`config.mk`:
```
export PLATFORM = sky130hd
export DESIGN_NAME = pmcp_top
export DESIGN_NICKNAME = d
export VERILOG_FILES = /design/src/inc/pmcp_pkg.sv /design/src/hdl/pmcp_id_mem.sv /design/src/hdl/pmcp_guard.sv /design/src/hdl/pmcp_top.sv
export SDC_FILE = /design/constraint.sdc
export NUM_CORES = 1
export LEC_CHECK = 0
export BUFFER_PORTS_ARGS = -buffer_cell sky130_fd_sc_hd__buf_4
export CAP_MARGIN = 20
export CORE_MARGIN = 10
export CORE_UTILIZATION = 25
export CTS_CLUSTER_SIZE = 10
export DETAILED_ROUTE_END_ITERATION = 10
export HOLD_SLACK_MARGIN = 0.02
export PLACE_DENSITY_LB_ADDON = 0.05
export SLEW_MARGIN = 0
export SYNTH_ARGS = -nofsm -noshare
export SYNTH_HDL_FRONTEND = slang
export SYNTH_SLANG_ARGS = --single-unit
```
`constraint.sdc`:
```
create_clock -name CLOCK_IN -period 3.81 [get_ports CLOCK_IN]
set_input_delay 0.762 -clock CLOCK_IN [delete_from_list [all_inputs] [get_ports CLOCK_IN]]
set_output_delay 0.762 -clock CLOCK_IN [all_outputs]
set_load 0.005 [all_outputs]
```
`src/inc/pmcp_pkg.sv`:
```
// Shared constants, types and decode helpers for the program memory
// code protection block.
// Assumes a byte-addressed 22-bit table address space.
package pmcp_pkg;

    // ******************************************************
    // Address map
    // ******************************************************
    localparam int          ADDR_W       = 22;
    localparam int          DATA_W       = 8;
    localparam logic [21:0] BOOT_1K_END  = 22'h0003ff;
    localparam logic [21:0] BOOT_2K_END  = 22'h0007ff;
    localparam logic [21:0] BLK_A_BASE   = 22'h001000;
    localparam logic [21:0] BLK_B_BASE   = 22'h002000;
    localparam logic [21:0] USER_END     = 22'h003fff;
    localparam logic [21:0] ID_BASE      = 22'h200000;
    localparam logic [21:0] ID_END       = 22'h200007;
    localparam logic [21:0] CFG_EXT_LO   = 22'h300008;
    localparam logic [21:0] CFG_EXT_HI   = 22'h300009;
    localparam logic [21:0] CFG_WRI_LO   = 22'h30000a;
    localparam logic [21:0] CFG_WRI_HI   = 22'h30000b;
    localparam logic [21:0] CFG_RDI_LO   = 22'h30000c;
    localparam logic [21:0] CFG_RDI_HI   = 22'h30000d;
    localparam logic [21:0] DEVID_LO     = 22'h3ffffe;
    localparam logic [21:0] DEVID_HI     = 22'h3fffff;
    // Program memory held back for the background debugger
    localparam logic [21:0] DBG_PGM_BYTES = 22'h000200;
    localparam logic [21:0] DBG_RSV_BASE  = USER_END - DBG_PGM_BYTES + 22'h000001;

    // ******************************************************
    // Field positions and reset values
    // ******************************************************
    localparam int   FLD_BLK_A = 0;
    localparam int   FLD_BLK_B = 1;
    localparam int   FLD_BOOT  = 6;
    localparam int   FLD_CONFIG_WRITE_PROTECT_BIT  = 5;
    localparam int   IDX_BOOT  = 0;
    localparam int   IDX_A     = 1;
    localparam int   IDX_B     = 2;
    localparam logic [2:0] PROT_RST = 3'h7;
    localparam logic       CONFIG_WRITE_PROTECT_BIT_RST = 1'b1;

    typedef enum logic [2:0] {
        RG_BOOT, RG_A, RG_B, RG_UNIMP, RG_ID, RG_CFG, RG_DEVID
    } pmcp_region_t;

    // Region of a table address; boot size chosen by strap
    function automatic pmcp_region_t pmcp_region_of(input logic [21:0] a,
                                                    input logic        boot2k);
        pmcp_region_t r;
        r = RG_UNIMP;
        if (a <= (boot2k ? BOOT_2K_END : BOOT_1K_END)) r = RG_BOOT;
        else if (a < BLK_B_BASE) r = RG_A;
        else if (a <= USER_END) r = RG_B;
        else if (a >= ID_BASE && a <= ID_END) r = RG_ID;
        else if (a >= CFG_EXT_LO && a <= CFG_RDI_HI) r = RG_CFG;
        else if (a >= DEVID_LO) r = RG_DEVID;
        return r;
    endfunction

    // Index of a user block into the protection trios
    function automatic logic [1:0] pmcp_blk_idx(input pmcp_region_t r);
        logic [1:0] i;
        i = 2'(IDX_BOOT);
        if (r == RG_A) i = 2'(IDX_A);
        if (r == RG_B) i = 2'(IDX_B);
        return i;
    endfunction

endpackage

```
`src/hdl/pmcp_id_mem.sv`:
```
// Eight-byte user identification store with a registered read port.
// Assumes the caller has already decided the access is allowed.
`timescale 1ns/1ps
`default_nettype none
module pmcp_id_mem
    import pmcp_pkg::*;
(
    input  wire logic       clk_in,
    input  wire logic       rst_b_in,
    input  wire logic       en_in,
    input  wire logic       we_in,
    input  wire logic [2:0] addr_in,
    input  wire logic [7:0] wdata_in,
    output logic      [7:0] rdata_out
);

    logic [7:0] mem_r [8];
    logic [7:0] rdata_r;
    logic [7:0] rdata_nxt;

    // Read data always follows the addressed byte
    always_comb begin
        rdata_nxt = mem_r[addr_in];
    end

    // Array holds no reset: contents are nonvolatile in the real part
    always_ff @(posedge clk_in) begin
        if (en_in && we_in) begin
            mem_r[addr_in] <= wdata_in;
        end
    end

    always_ff @(posedge clk_in or negedge rst_b_in) begin
        if (!rst_b_in) begin
            rdata_r <= 8'h00;
        end else if (en_in) begin
            rdata_r <= rdata_nxt;
        end
    end

    assign rdata_out = rdata_r;

endmodule
`default_nettype wire

```
`src/hdl/pmcp_guard.sv`:
```
// Access permission check for one table or programmer access.
// Assumes regions are decoded by the caller; purely combinational.
`timescale 1ns/1ps
`default_nettype none
module pmcp_guard
    import pmcp_pkg::*;
(
    input  wire pmcp_region_t tgt_in,
    input  wire pmcp_region_t pc_in,
    input  wire logic [21:0]  addr_in,
    input  wire logic         ext_in,
    input  wire logic         rd_in,
    input  wire logic [2:0]   ext_inh_in,
    input  wire logic [2:0]   wr_inh_in,
    input  wire logic [2:0]   rd_iso_in,
    input  wire logic         config_write_protect_bit_in,
    input  wire logic         dbg_on_in,
    output logic              allow_out
);

    logic [1:0] bi;
    logic       user;
    logic       dbg_hit;

    // Decide per region and per requester
    always_comb begin
        bi      = pmcp_blk_idx(tgt_in);
        user    = (tgt_in == RG_BOOT) || (tgt_in == RG_A) || (tgt_in == RG_B);
        dbg_hit = dbg_on_in && addr_in >= DBG_RSV_BASE && addr_in <= USER_END;
        allow_out = 1'b0;
        if (user && ext_in) begin
            allow_out = ext_inh_in[bi];
        end else if (user && rd_in) begin
            // Own-block reads pass regardless of isolation
            allow_out = rd_iso_in[bi] || (pc_in == tgt_in);
        end else if (user) begin
            allow_out = wr_inh_in[bi] && !dbg_hit;
        end else begin
            case (tgt_in)
                RG_ID:    allow_out = 1'b1;
                RG_CFG:   allow_out = rd_in || ext_in || config_write_protect_bit_in;
                RG_DEVID: allow_out = rd_in;
                RG_UNIMP: allow_out = rd_in;
                default:  allow_out = 1'b0;
            endcase
        end
    end

endmodule
`default_nettype wire

```
`src/hdl/pmcp_top.sv`:
```
// Program memory code protection: gates table and programmer accesses
// to program flash and configuration bytes; identification bytes are never refused.
// Assumes a flash array that returns read data in the same cycle as the
// read strobe, and a programmer that only drives its port in PGM mode.
`timescale 1ns/1ps
`default_nettype none
module pmcp_top
    import pmcp_pkg::*;
#(
    parameter logic [15:0] DEV_ID = 16'h5a3c  // Arbitrary value
)(
    input  wire logic        CLOCK_IN,
    input  wire logic        RST_B_IN,
    input  wire logic        CLK_EN_IN,
    input  wire logic        BOOT_2K_IN,
    input  wire logic        DEBUG_EN_B_IN,
    input  wire logic        TBL_RD_IN,
    input  wire logic        TBL_WR_IN,
    input  wire logic [21:0] TBL_ADDR_IN,
    input  wire logic [21:0] TBL_PC_IN,
    input  wire logic [7:0]  TBL_WDATA_IN,
    input  wire logic        PGM_MODE_IN,
    input  wire logic        PGM_RD_IN,
    input  wire logic        PGM_WR_IN,
    input  wire logic [21:0] PGM_ADDR_IN,
    input  wire logic [7:0]  PGM_WDATA_IN,
    input  wire logic        PGM_CHIP_ERASE_IN,
    input  wire logic        PGM_BLOCK_ERASE_IN,
    input  wire logic [1:0]  PGM_ERASE_BLK_IN,
    input  wire logic [7:0]  FLASH_RDATA_IN,
    output logic      [21:0] FLASH_ADDR_OUT,
    output logic             FLASH_RD_OUT,
    output logic             FLASH_WR_OUT,
    output logic      [7:0]  FLASH_WDATA_OUT,
    output logic             FLASH_ERASE_ALL_OUT,
    output logic             FLASH_ERASE_BLK_OUT,
    output logic      [1:0]  FLASH_ERASE_SEL_OUT,
    output logic      [7:0]  RDATA_OUT,
    output logic             DONE_OUT,
    output logic             REFUSED_OUT,
    output logic             DBG_RESERVE_OUT
);

    // ******************************************************
    // Request selection and decode
    // ******************************************************
    logic         ext;
    logic         rq_rd;
    logic         rq_wr;
    logic [21:0]  rq_addr;
    logic [7:0]   rq_wdata;
    pmcp_region_t tgt;
    pmcp_region_t pcr;
    logic         allow;
    logic         user;
    logic         chip_er;
    logic         blk_er;

    // Programmer owns the port in PGM mode; read wins over write
    always_comb begin
        ext      = PGM_MODE_IN;
        rq_rd    = ext ? PGM_RD_IN : TBL_RD_IN;
        rq_wr    = (ext ? PGM_WR_IN : TBL_WR_IN) && !rq_rd;
        rq_addr  = ext ? PGM_ADDR_IN : TBL_ADDR_IN;
        rq_wdata = ext ? PGM_WDATA_IN : TBL_WDATA_IN;
        tgt      = pmcp_region_of(rq_addr, BOOT_2K_IN);
        pcr      = pmcp_region_of(TBL_PC_IN, BOOT_2K_IN);
        user     = tgt == RG_BOOT || tgt == RG_A || tgt == RG_B;
        // Erase pins only live in PGM mode
        chip_er  = ext && PGM_CHIP_ERASE_IN;
        blk_er   = ext && PGM_BLOCK_ERASE_IN && !chip_er;
    end

    // ******************************************************
    // Protection bits
    // ******************************************************
    logic [2:0] ext_inh_r, ext_inh_nxt;
    logic [2:0] wr_inh_r, wr_inh_nxt;
    logic [2:0] rd_iso_r, rd_iso_nxt;
    logic       config_write_protect_bit_r, config_write_protect_bit_nxt;
    logic       cfg_wr;

    pmcp_guard u_guard (
        .tgt_in     (tgt),
        .pc_in      (pcr),
        .addr_in    (rq_addr),
        .ext_in     (ext),
        .rd_in      (rq_rd),
        .ext_inh_in (ext_inh_r),
        .wr_inh_in  (wr_inh_r),
        .rd_iso_in  (rd_iso_r),
        .config_write_protect_bit_in    (config_write_protect_bit_r),
        .dbg_on_in  (DBG_RESERVE_OUT),
        .allow_out  (allow)
    );

    // Writes AND into the bits so a zero never returns to one
    always_comb begin
        ext_inh_nxt = ext_inh_r;
        wr_inh_nxt  = wr_inh_r;
        rd_iso_nxt  = rd_iso_r;
        config_write_protect_bit_nxt    = config_write_protect_bit_r;
        cfg_wr      = rq_wr && allow && tgt == RG_CFG;
        if (cfg_wr) begin
            case (rq_addr)
                CFG_EXT_LO: ext_inh_nxt[2:1] = ext_inh_r[2:1]
                                & rq_wdata[FLD_BLK_B:FLD_BLK_A];
                CFG_EXT_HI: ext_inh_nxt[IDX_BOOT] = ext_inh_r[IDX_BOOT]
                                & rq_wdata[FLD_BOOT];
                CFG_WRI_LO: wr_inh_nxt[2:1] = wr_inh_r[2:1]
                                & rq_wdata[FLD_BLK_B:FLD_BLK_A];
                CFG_WRI_HI: begin
                    wr_inh_nxt[IDX_BOOT] = wr_inh_r[IDX_BOOT] & rq_wdata[FLD_BOOT];
                    // Firmware cannot touch the write protect bit
                    if (ext) begin
                        config_write_protect_bit_nxt = config_write_protect_bit_r & rq_wdata[FLD_CONFIG_WRITE_PROTECT_BIT];
                    end
                end
                CFG_RDI_LO: rd_iso_nxt[2:1] = rd_iso_r[2:1]
                                & rq_wdata[FLD_BLK_B:FLD_BLK_A];
                CFG_RDI_HI: rd_iso_nxt[IDX_BOOT] = rd_iso_r[IDX_BOOT]
                                & rq_wdata[FLD_BOOT];
                default: ;
            endcase
        end
        // Erase is the only way back to one
        if (chip_er) begin
            ext_inh_nxt = PROT_RST;
            wr_inh_nxt  = PROT_RST;
            rd_iso_nxt  = PROT_RST;
            config_write_protect_bit_nxt    = CONFIG_WRITE_PROTECT_BIT_RST;
        end else if (blk_er) begin
            ext_inh_nxt[PGM_ERASE_BLK_IN] = 1'b1;
            wr_inh_nxt[PGM_ERASE_BLK_IN]  = 1'b1;
            rd_iso_nxt[PGM_ERASE_BLK_IN]  = 1'b1;
        end
    end

    // Reset models the erased state; nonvolatility lives outside
    always_ff @(posedge CLOCK_IN or negedge RST_B_IN) begin
        if (!RST_B_IN) begin
            ext_inh_r <= PROT_RST;
            wr_inh_r  <= PROT_RST;
            rd_iso_r  <= PROT_RST;
            config_write_protect_bit_r    <= CONFIG_WRITE_PROTECT_BIT_RST;
        end else if (CLK_EN_IN) begin
            ext_inh_r <= ext_inh_nxt;
            wr_inh_r  <= wr_inh_nxt;
            rd_iso_r  <= rd_iso_nxt;
            config_write_protect_bit_r    <= config_write_protect_bit_nxt;
        end
    end

    // ******************************************************
    // Stage one: flash strobes and captured read bytes
    // ******************************************************
    logic         s1_vld_r, s1_vld_nxt;
    logic         s1_ok_r, s1_ok_nxt;
    pmcp_region_t s1_rg_r, s1_rg_nxt;
    logic [7:0]   s1_byte_r, s1_byte_nxt;
    logic [21:0]  fa_r, fa_nxt;
    logic         frd_r, frd_nxt;
    logic         fwr_r, fwr_nxt;
    logic [7:0]   fwd_r, fwd_nxt;
    logic         fea_r, fea_nxt;
    logic         feb_r, feb_nxt;
    logic [1:0]   fes_r, fes_nxt;
    logic         dbg_r, dbg_nxt;
    logic [7:0]   id_rdata;

    // Unimplemented config bits read as zero
    always_comb begin
        s1_vld_nxt  = rq_rd || rq_wr;
        s1_ok_nxt   = allow;
        s1_rg_nxt   = tgt;
        s1_byte_nxt = 8'h00;
        case (rq_addr)
            CFG_EXT_LO: s1_byte_nxt = {6'h00, ext_inh_r[2:1]};
            CFG_EXT_HI: s1_byte_nxt = {1'b0, ext_inh_r[IDX_BOOT], 6'h00};
            CFG_WRI_LO: s1_byte_nxt = {6'h00, wr_inh_r[2:1]};
            CFG_WRI_HI: s1_byte_nxt = {1'b0, wr_inh_r[IDX_BOOT], config_write_protect_bit_r, 5'h00};
            CFG_RDI_LO: s1_byte_nxt = {6'h00, rd_iso_r[2:1]};
            CFG_RDI_HI: s1_byte_nxt = {1'b0, rd_iso_r[IDX_BOOT], 6'h00};
            DEVID_LO:   s1_byte_nxt = DEV_ID[7:0];
            DEVID_HI:   s1_byte_nxt = DEV_ID[15:8];
            default: ;
        endcase
        // Refused flash accesses never reach the array
        fa_nxt  = s1_vld_nxt ? rq_addr : fa_r;
        frd_nxt = rq_rd && allow && user;
        fwr_nxt = rq_wr && allow && user;
        fwd_nxt = rq_wr ? rq_wdata : fwd_r;
        fea_nxt = chip_er;
        feb_nxt = blk_er;
        fes_nxt = blk_er ? PGM_ERASE_BLK_IN : fes_r;
        dbg_nxt = !DEBUG_EN_B_IN;
    end

    always_ff @(posedge CLOCK_IN or negedge RST_B_IN) begin
        if (!RST_B_IN) begin
            s1_vld_r  <= 1'b0;
            s1_ok_r   <= 1'b0;
            s1_rg_r   <= RG_UNIMP;
            s1_byte_r <= 8'h00;
            fa_r      <= 22'h000000;
            frd_r     <= 1'b0;
            fwr_r     <= 1'b0;
            fwd_r     <= 8'h00;
            fea_r     <= 1'b0;
            feb_r     <= 1'b0;
            fes_r     <= 2'h0;
            dbg_r     <= 1'b0;
        end else if (CLK_EN_IN) begin
            s1_vld_r  <= s1_vld_nxt;
            s1_ok_r   <= s1_ok_nxt;
            s1_rg_r   <= s1_rg_nxt;
            s1_byte_r <= s1_byte_nxt;
            fa_r      <= fa_nxt;
            frd_r     <= frd_nxt;
            fwr_r     <= fwr_nxt;
            fwd_r     <= fwd_nxt;
            fea_r     <= fea_nxt;
            feb_r     <= feb_nxt;
            fes_r     <= fes_nxt;
            dbg_r     <= dbg_nxt;
        end
    end

    // ID bytes answer through their own registered port
    pmcp_id_mem u_id (
        .clk_in    (CLOCK_IN),
        .rst_b_in  (RST_B_IN),
        .en_in     (CLK_EN_IN),
        .we_in     (rq_wr && tgt == RG_ID),
        .addr_in   (rq_addr[2:0]),
        .wdata_in  (rq_wdata),
        .rdata_out (id_rdata)
    );

    // ******************************************************
    // Stage two: answer
    // ******************************************************
    logic [7:0] rd_r, rd_nxt;
    logic       done_r, done_nxt;
    logic       ref_r, ref_nxt;

    // Refused reads answer zeros, never stale array data
    always_comb begin
        rd_nxt = 8'h00;
        if (s1_vld_r && s1_ok_r) begin
            case (s1_rg_r)
                RG_BOOT, RG_A, RG_B: rd_nxt = FLASH_RDATA_IN;
                RG_ID:               rd_nxt = id_rdata;
                RG_CFG, RG_DEVID:    rd_nxt = s1_byte_r;
                default:             rd_nxt = 8'h00;
            endcase
        end
        done_nxt = s1_vld_r;
        ref_nxt  = s1_vld_r && !s1_ok_r;
    end

    always_ff @(posedge CLOCK_IN or negedge RST_B_IN) begin
        if (!RST_B_IN) begin
            rd_r   <= 8'h00;
            done_r <= 1'b0;
            ref_r  <= 1'b0;
        end else if (CLK_EN_IN) begin
            rd_r   <= rd_nxt;
            done_r <= done_nxt;
            ref_r  <= ref_nxt;
        end
    end

    assign FLASH_ADDR_OUT      = fa_r;
    assign FLASH_RD_OUT        = frd_r;
    assign FLASH_WR_OUT        = fwr_r;
    assign FLASH_WDATA_OUT     = fwd_r;
    assign FLASH_ERASE_ALL_OUT = fea_r;
    assign FLASH_ERASE_BLK_OUT = feb_r;
    assign FLASH_ERASE_SEL_OUT = fes_r;
    assign RDATA_OUT           = rd_r;
    assign DONE_OUT            = done_r;
    assign REFUSED_OUT         = ref_r;
    assign DBG_RESERVE_OUT     = dbg_r;
endmodule
`default_nettype wire

```
Yosys cells after proc, flatten, opt, wreduce, memory -nomap -nowiden
Memory sizes are Yosys's and may differ from the RTL's. A register that Yosys moved wholly into a read port is not among the register bits. Index checks and enable logic that the tools add are counted.

$lt $le $gt $ge: 20. Equal/unequal tests: 20. Muxes and demuxes: 55. Bitwise gates (word level): 10. Reductions and logical operators: 47.

Operators with widths (number): $eq A22 B22 Y1 const B (8); $ge A22 B22 Y1 const B (6); $le A22 B22 Y1 const B (4); $mux W3 (21); $pmux W7 S8 (1); $le A22 B14 Y1 const B (2); $lt A22 B14 Y1 const B (2); $pmux W8 S3 (1); $logic_and A1 B1 Y1 (23); $ge A22 B14 Y1 const B (1); $le A22 B11 Y1 (1); $le A22 B22 Y1 (1); $mux W22 (1); $mux W1 (19); $eq A3 B3 Y1 const B (6); $mux W8 (2); $mux W11 (1); $eq A3 B2 Y1 const B (3); $or A3 B3 Y3 (3); $mux W2 (4); $and A2 B2 Y2 (3); $bmux W1 S2 (3); $eq A3 B1 Y1 const B (2); $logic_not A1 Y1 (6); other kinds (13) (28).

Bits in registers: 70. RAM bits: 64. Logic and storage cells: 172. Memories: 1.

Memories: u_id.mem_r (words 8, width 8, rd ports 1, clocked after memory_dff 1, wr ports 1, line pmcp_id_mem.sv:17) `logic [7:0] mem_r [8];`.

Logic depth before layout (Yosys ltp)
Depth in word-level cells: 23. Gate-level depth with buffers: 16. Mapped depth without buffers: 10.

Modules after synthesis
Synthesis repeated with hierarchy kept, for this count alone.

Cell total of the unflattened synthesis: 614. Area, all modules: 7204.4 µm².

Modules (own cells, without submodules): pmcp_top (instances 1, cells an instance 421, area an instance 4107.7 µm²); pmcp_id_mem (instances 1, cells an instance 149, area an instance 2822.7 µm²); pmcp_guard (instances 1, cells an instance 44, area an instance 274.0 µm²).

Worst setup path before layout
No wires, ideal clock.

Path kind: input -> register. From: input PGM_MODE_IN. To: register s1_ok_r. Library setup time: 121 ps. Arrival time: 4100 ps. Slack: -411 ps. Cell stages on the path: 16. Path through: buf_6 -> buf_2 -> buf_2 -> buf_2 -> clkbuf_1 -> buf_2 -> mux2_2 -> ha_1 -> o21ai_0 -> a2111oi_0 -> or2_2 -> nor3_2 -> o311ai_2 -> nand3_2 -> buf_6 -> a22o_1.

Word-level cells in the longest chain between the ends: 17. Elaborated cells between the ends (all ways): 51. Those cells by class: 9 x order compare; 7 x eq/ne; 20 x mux; 15 x reduce/logical.

RTL lines: start, declared (line pmcp_top.sv:22) `input wire logic PGM_MODE_IN,`; $mux W22 (*) (line pmcp_top.sv:64) `rq_addr = ext ? PGM_ADDR_IN : TBL_ADDR_IN;`; net rq_addr[10] (line pmcp_top.sv:50) `logic [21:0] rq_addr;`; $ge A22 B22 Y1 (tied with other cells) (line pmcp_pkg.sv:57) `else if (a >= DEVID_LO) r = RG_DEVID;`; $mux W3 / $logic_and A1 B1 Y1 (equally long branches) (line pmcp_pkg.sv:57, pmcp_pkg.sv:56); $mux W3 (line pmcp_pkg.sv:56) `else if (a >= CFG_EXT_LO && a <= CFG_RDI_HI) r = RG_CFG;`; $mux W3 (line pmcp_pkg.sv:55) `else if (a >= ID_BASE && a <= ID_END) r = RG_ID;`; $mux W3 (line pmcp_pkg.sv:54) `else if (a <= USER_END) r = RG_B;`; $mux W3 (line pmcp_pkg.sv:53) `else if (a < BLK_B_BASE) r = RG_A;`; [... 2 more ...]; $mux W1 (line pmcp_pkg.sv:65) `if (r == RG_A) i = 2'(IDX_A);`; $mux W2 (line pmcp_pkg.sv:66) `if (r == RG_B) i = 2'(IDX_B);`; $bmux W1 S2 (line pmcp_guard.sv:37) `allow_out = wr_inh_in[bi] && !dbg_hit;`; $mux W1 (not written as such) (line pmcp_guard.sv:37); $logic_and A1 B1 Y1 (line pmcp_guard.sv:37); $mux W1 (line pmcp_guard.sv:36) `end else if (user) begin`; $mux W1 (line pmcp_guard.sv:33) `end else if (user && rd_in) begin`; $mux W1 (*) (line pmcp_guard.sv:31) `if (user && ext_in) begin`; end signal, assigned (line pmcp_top.sv:215) `s1_ok_r <= s1_ok_nxt;`; end, declared (line pmcp_top.sv:158) `logic s1_ok_r, s1_ok_nxt;`.

Mark *: on every way through the listed nets, which the timed path passes. The rest lies on a longest branch. The select of a mux whose other input is x is not followed. A chain may end at the register's enable or synchronous reset.

Worst setup path in the final report
From: input PGM_MODE_IN. To: register fwr_r, in the netlist FLASH_WR_OUT.

Word-level cells in the longest chain between the ends: 19. Elaborated cells between the ends (all ways): 56. Those cells by class: 9 x order compare; 7 x eq/ne; 21 x mux; 19 x reduce/logical.

RTL lines: $mux W22 (line pmcp_top.sv:64); $ge A22 B22 Y1 (tied with other cells) (line pmcp_pkg.sv:57); $mux W3 / $logic_and A1 B1 Y1 (equally long branches) (line pmcp_pkg.sv:57, pmcp_pkg.sv:56); $mux W3 (line pmcp_pkg.sv:56); $mux W3 (line pmcp_pkg.sv:55); $mux W3 (line pmcp_pkg.sv:54); $mux W3 (line pmcp_pkg.sv:53); $mux W3 (line pmcp_pkg.sv:52) `if (a <= (boot2k ? BOOT_2K_END : BOOT_1K_END)) r = RG_BOOT;`; [... 3 more ...]; $bmux W1 S2 (line pmcp_guard.sv:37); $mux W1 (not written as such) (line pmcp_guard.sv:37); $logic_and A1 B1 Y1 (line pmcp_guard.sv:37); $mux W1 (line pmcp_guard.sv:36); $mux W1 (line pmcp_guard.sv:33); $mux W1 (line pmcp_guard.sv:31); $logic_and A1 B1 Y1 (line pmcp_top.sv:191) `fwr_nxt = rq_wr && allow && user;`; $logic_and A1 B1 Y1 (*) (line pmcp_top.sv:191); end signal, assigned (line pmcp_top.sv:220) `fwr_r <= fwr_nxt;`; end, declared (line pmcp_top.sv:163) `logic fwr_r, fwr_nxt;`.

Every way passes the cells marked *; elsewhere a longest branch is shown, timed or not. The select of a mux whose other input is x is not followed.

==> impl_metrics.json <==
{
  "synth_top_area_frac": 0.282,
  "area_delta_synth_final_pct": 33.4,
  "rows": 60,
  "synth_seq_area_share": 0.563,
  "syn_inst": 661,
  "tritoncts": "yes",
  "run_status": "finished clean",
  "fp.dieW_um": 185,
  "postCtsSetupRepairBufs": 0,
  "cts-htree-levels": 4,
  "layout_worst_path_cycle_share": 0.795,
  "grt_usage": 0.142,
  "dieArea_mm2": 0.0343,
  "crit_type": "in -> reg",
  "clkTransAtPathRegs_ns": 0.07,
  "hold_path.class": "in -> async",
  "antenna_left": 0,
  "tightest_slew_ns": 0.887,
  "routed_wl_mm": 24.1,
  "ys_ff_latch": 140,
  "hold_buffers": 0,
  "finalHoldViolCount": 0,
  "critPathArrivalTime_ns": 3.33,
  "post_dp_cell_area_mm2": 0.00848,
  "max_freq_mhz": 330,
  "grt_max_degree": 67,
  "dr.max_layer_used": "met4",
  "vias_per_cell": 4.87,
  "grt_pass1_wl_mm": 36.6,
  "setup_viol": 0,
  "antenna_found_initial": 0,
  "drive_gt1_frac": 0.304,
  "root_buffer": "clkbuf_16",
  "peakVddDrop_mv": 0.249,
  "wl_per_cell_um": 20.5,
  "dp_hpwl_mm": 18.4,
  "die_h_um": 185,
  "syn-num-nets": 767,
  "diodes": 0,
  "avgSynthCellArea_um2": 10.3,
  "gp_congestion": 0.833,
  "rr_startpoint": "config_write_protect_bit_r",
  "power.total_w": 0.00405,
  "path_max_fanout": 20,
  "clockBufferDepth": 2,
  "fin_ws_ns": 0.779,
  "dr.pass1.iters": 6,
  "crit_required_ns": 4.11,
  "r2r_slack_ns": 2.08,
  "final_area_mm2": 0.00909,
  "reg2reg_depth": 7,
  "nets": 931,
  "tns_ns": 0,
  "drv_slew": 0,
  "drc": 0,
  "numClockSinks": 140,
  "synth_area_leaders": "edfxtp_1 (28%), dfrtp_1 (23%), nand2_1 (6.3%), dfstp_2 (4.6%), o21ai_0 (3.3%)",
  "portBuffers": 150,
  "start_util": 0.254,
  "async_flop_share": 0.543,
  "startpoint": "PGM_MODE_IN",
  "clkLatencyLatePin_ns": 0.41,
  "drt_iter0_markers": 381,
  "synth_ff_type": "edfxtp_1",
  "p_leak_nw": 3.85,
  "worst_setup_path_end_kind": "flop",
  "rsz0062_at_grt": "false",
  "relSlewSlack": 0.408,
  "grt_pass1_vias": 6054,
  "grt-ovfl-total": 0,
  "power-per-cell-area_mw_per_mm2": 445,
  "setup.worst_path.start_class": "input pin",
  "synth_top_area_cell": "edfxtp_1",
  "cap_violations": 0,
  "min_period_ns": 3.03,
  "synth_edf_count": 64,
  "dr_total_vias": 5736,
  "wl_met1_mm": 10.5,
  "wl_met2_mm": 12.2,
  "netlist_area_mm2": 0.00682,
  "timing.rr.end": "FLASH_WR_OUT",
  "yosysWarnings": 0,
  "cts_resized": 0,
  "core-area_mm2": 0.0269,
  "skew_ns": 0.00652,
  "post-place-ws_ns": 0.350,
  "pin_count": 151,
  "yosysUniqueCellTypes": 61,
  "cts_buffers": 17,
  "dr_wl_met3_mm": 1.14
}
## cell families (layout without fill, tap and decap cells)
group | Yosys count | count (layout) | share of synthesized area
multiplexers | 41 | 41 | 0.0637
flip-flops | 140 | 140 | 0.563
adder cells (fa/ha/maj) | 2 | 2 | 0.00367
AND/OR/NAND/NOR | 264 | 264 | 0.184
AO/OA/AOI/OAI | 162 | 162 | 0.154
buffers and inverters | 52 | 229 | 0.0318
## power by group
| group | switching [W] | internal, W | total [W] |
|---|---|---|---|
| Clock | 0.000683 | 0.00108 | 0.00176 |
| Sequential | 0.0000548 | 0.00167 | 0.00172 |
| Combinational | 0.000298 | 0.000267 | 0.000566 |
## critical path, cell delays in order
cell	delay, ns
buf_4	0.19
buf_4	0.21
nor4_1	0.44
o21ai_0	0.20
a2111oi_2	0.43
or2_4	0.20
nor3_2	0.05
o311ai_2	0.23
nand3_2	0.29
a32o_1	0.31
## layer usage
metal | track usage | vias up
met3 | 0.0313 | 18
met2 | 0.249 | 128
met1 | 0.171 | 2806
met5 | 0 | -
met4 | 0.0364 | 0
li1 | - | 2784
## worst max path at each step
stage	end	slack (ns)	cells after the start
floorplan	s1_ok_r	0.04	16
global placement	FLASH_WR_OUT	0.41	10
detailed placement	FLASH_WR_OUT	0.35	10
CTS	FLASH_WR_OUT	0.79	10
global route	FLASH_WR_OUT	0.58	10
finish	FLASH_WR_OUT	0.78	10
## Yosys cell counts, drive strengths merged (10+ instances only)
library cell and instances:
dfrtp 64, and3 10, mux2 19, nor2b 10, edfxtp 64, inv 16, nand3 27, mux2i 22
a31oi 25, clkbuf 28, nor2 47, nand2 114, nor3 17, o21ai 46, dfstp 12, a21oi 26
a21o 10
## sequential cells by signal, indices dropped and copies added, names as in the netlist, 2 cells and up
register / flops
u_id.mem_r: 64
FLASH_ADDR_OUT: 22
FLASH_WDATA_OUT: 8
RDATA_OUT: 8
u_id.rdata_out: 8
s1_byte_r: 6
ext_inh_r: 3
rd_iso_r: 3
s1_rg_r: 3
wr_inh_r: 3
FLASH_ERASE_SEL_OUT: 2
## cells in the final DEF (no fill, tap or decap), types with 18 or more instances in the layout
cell	n
nand2_1	114
a21oi_1	25
nand3_1	26
edfxtp_1	64
buf_4	180
mux2i_1	21
dfrtp_1	64
clkbuf_16	18
a31oi_1	25
o21ai_0	45
nor2_1	46
mux2_2	19
## layout make-up
cell class	count	area, µm²
Fill cell	2764	17800
Sequential cell	140	3840
Multi-Input combinational cell	469	2780
Timing Repair Buffer	181	1370
Clock buffer	19	454
Tap cell	341	427
Clock inverter	13	159
Inverter	16	60.1
## metrics by stage
stage,instances,util,hold slack (ns)
after floorplan,661,-,0.455
after global placement,1147,0.315,0.471
after detailed placement,1147,0.315,0.474
after CTS,1179,0.338,0.489
after global routing,1179,0.338,0.504
final,1179,0.338,0.448
Power figures use the tool's default switching activity.
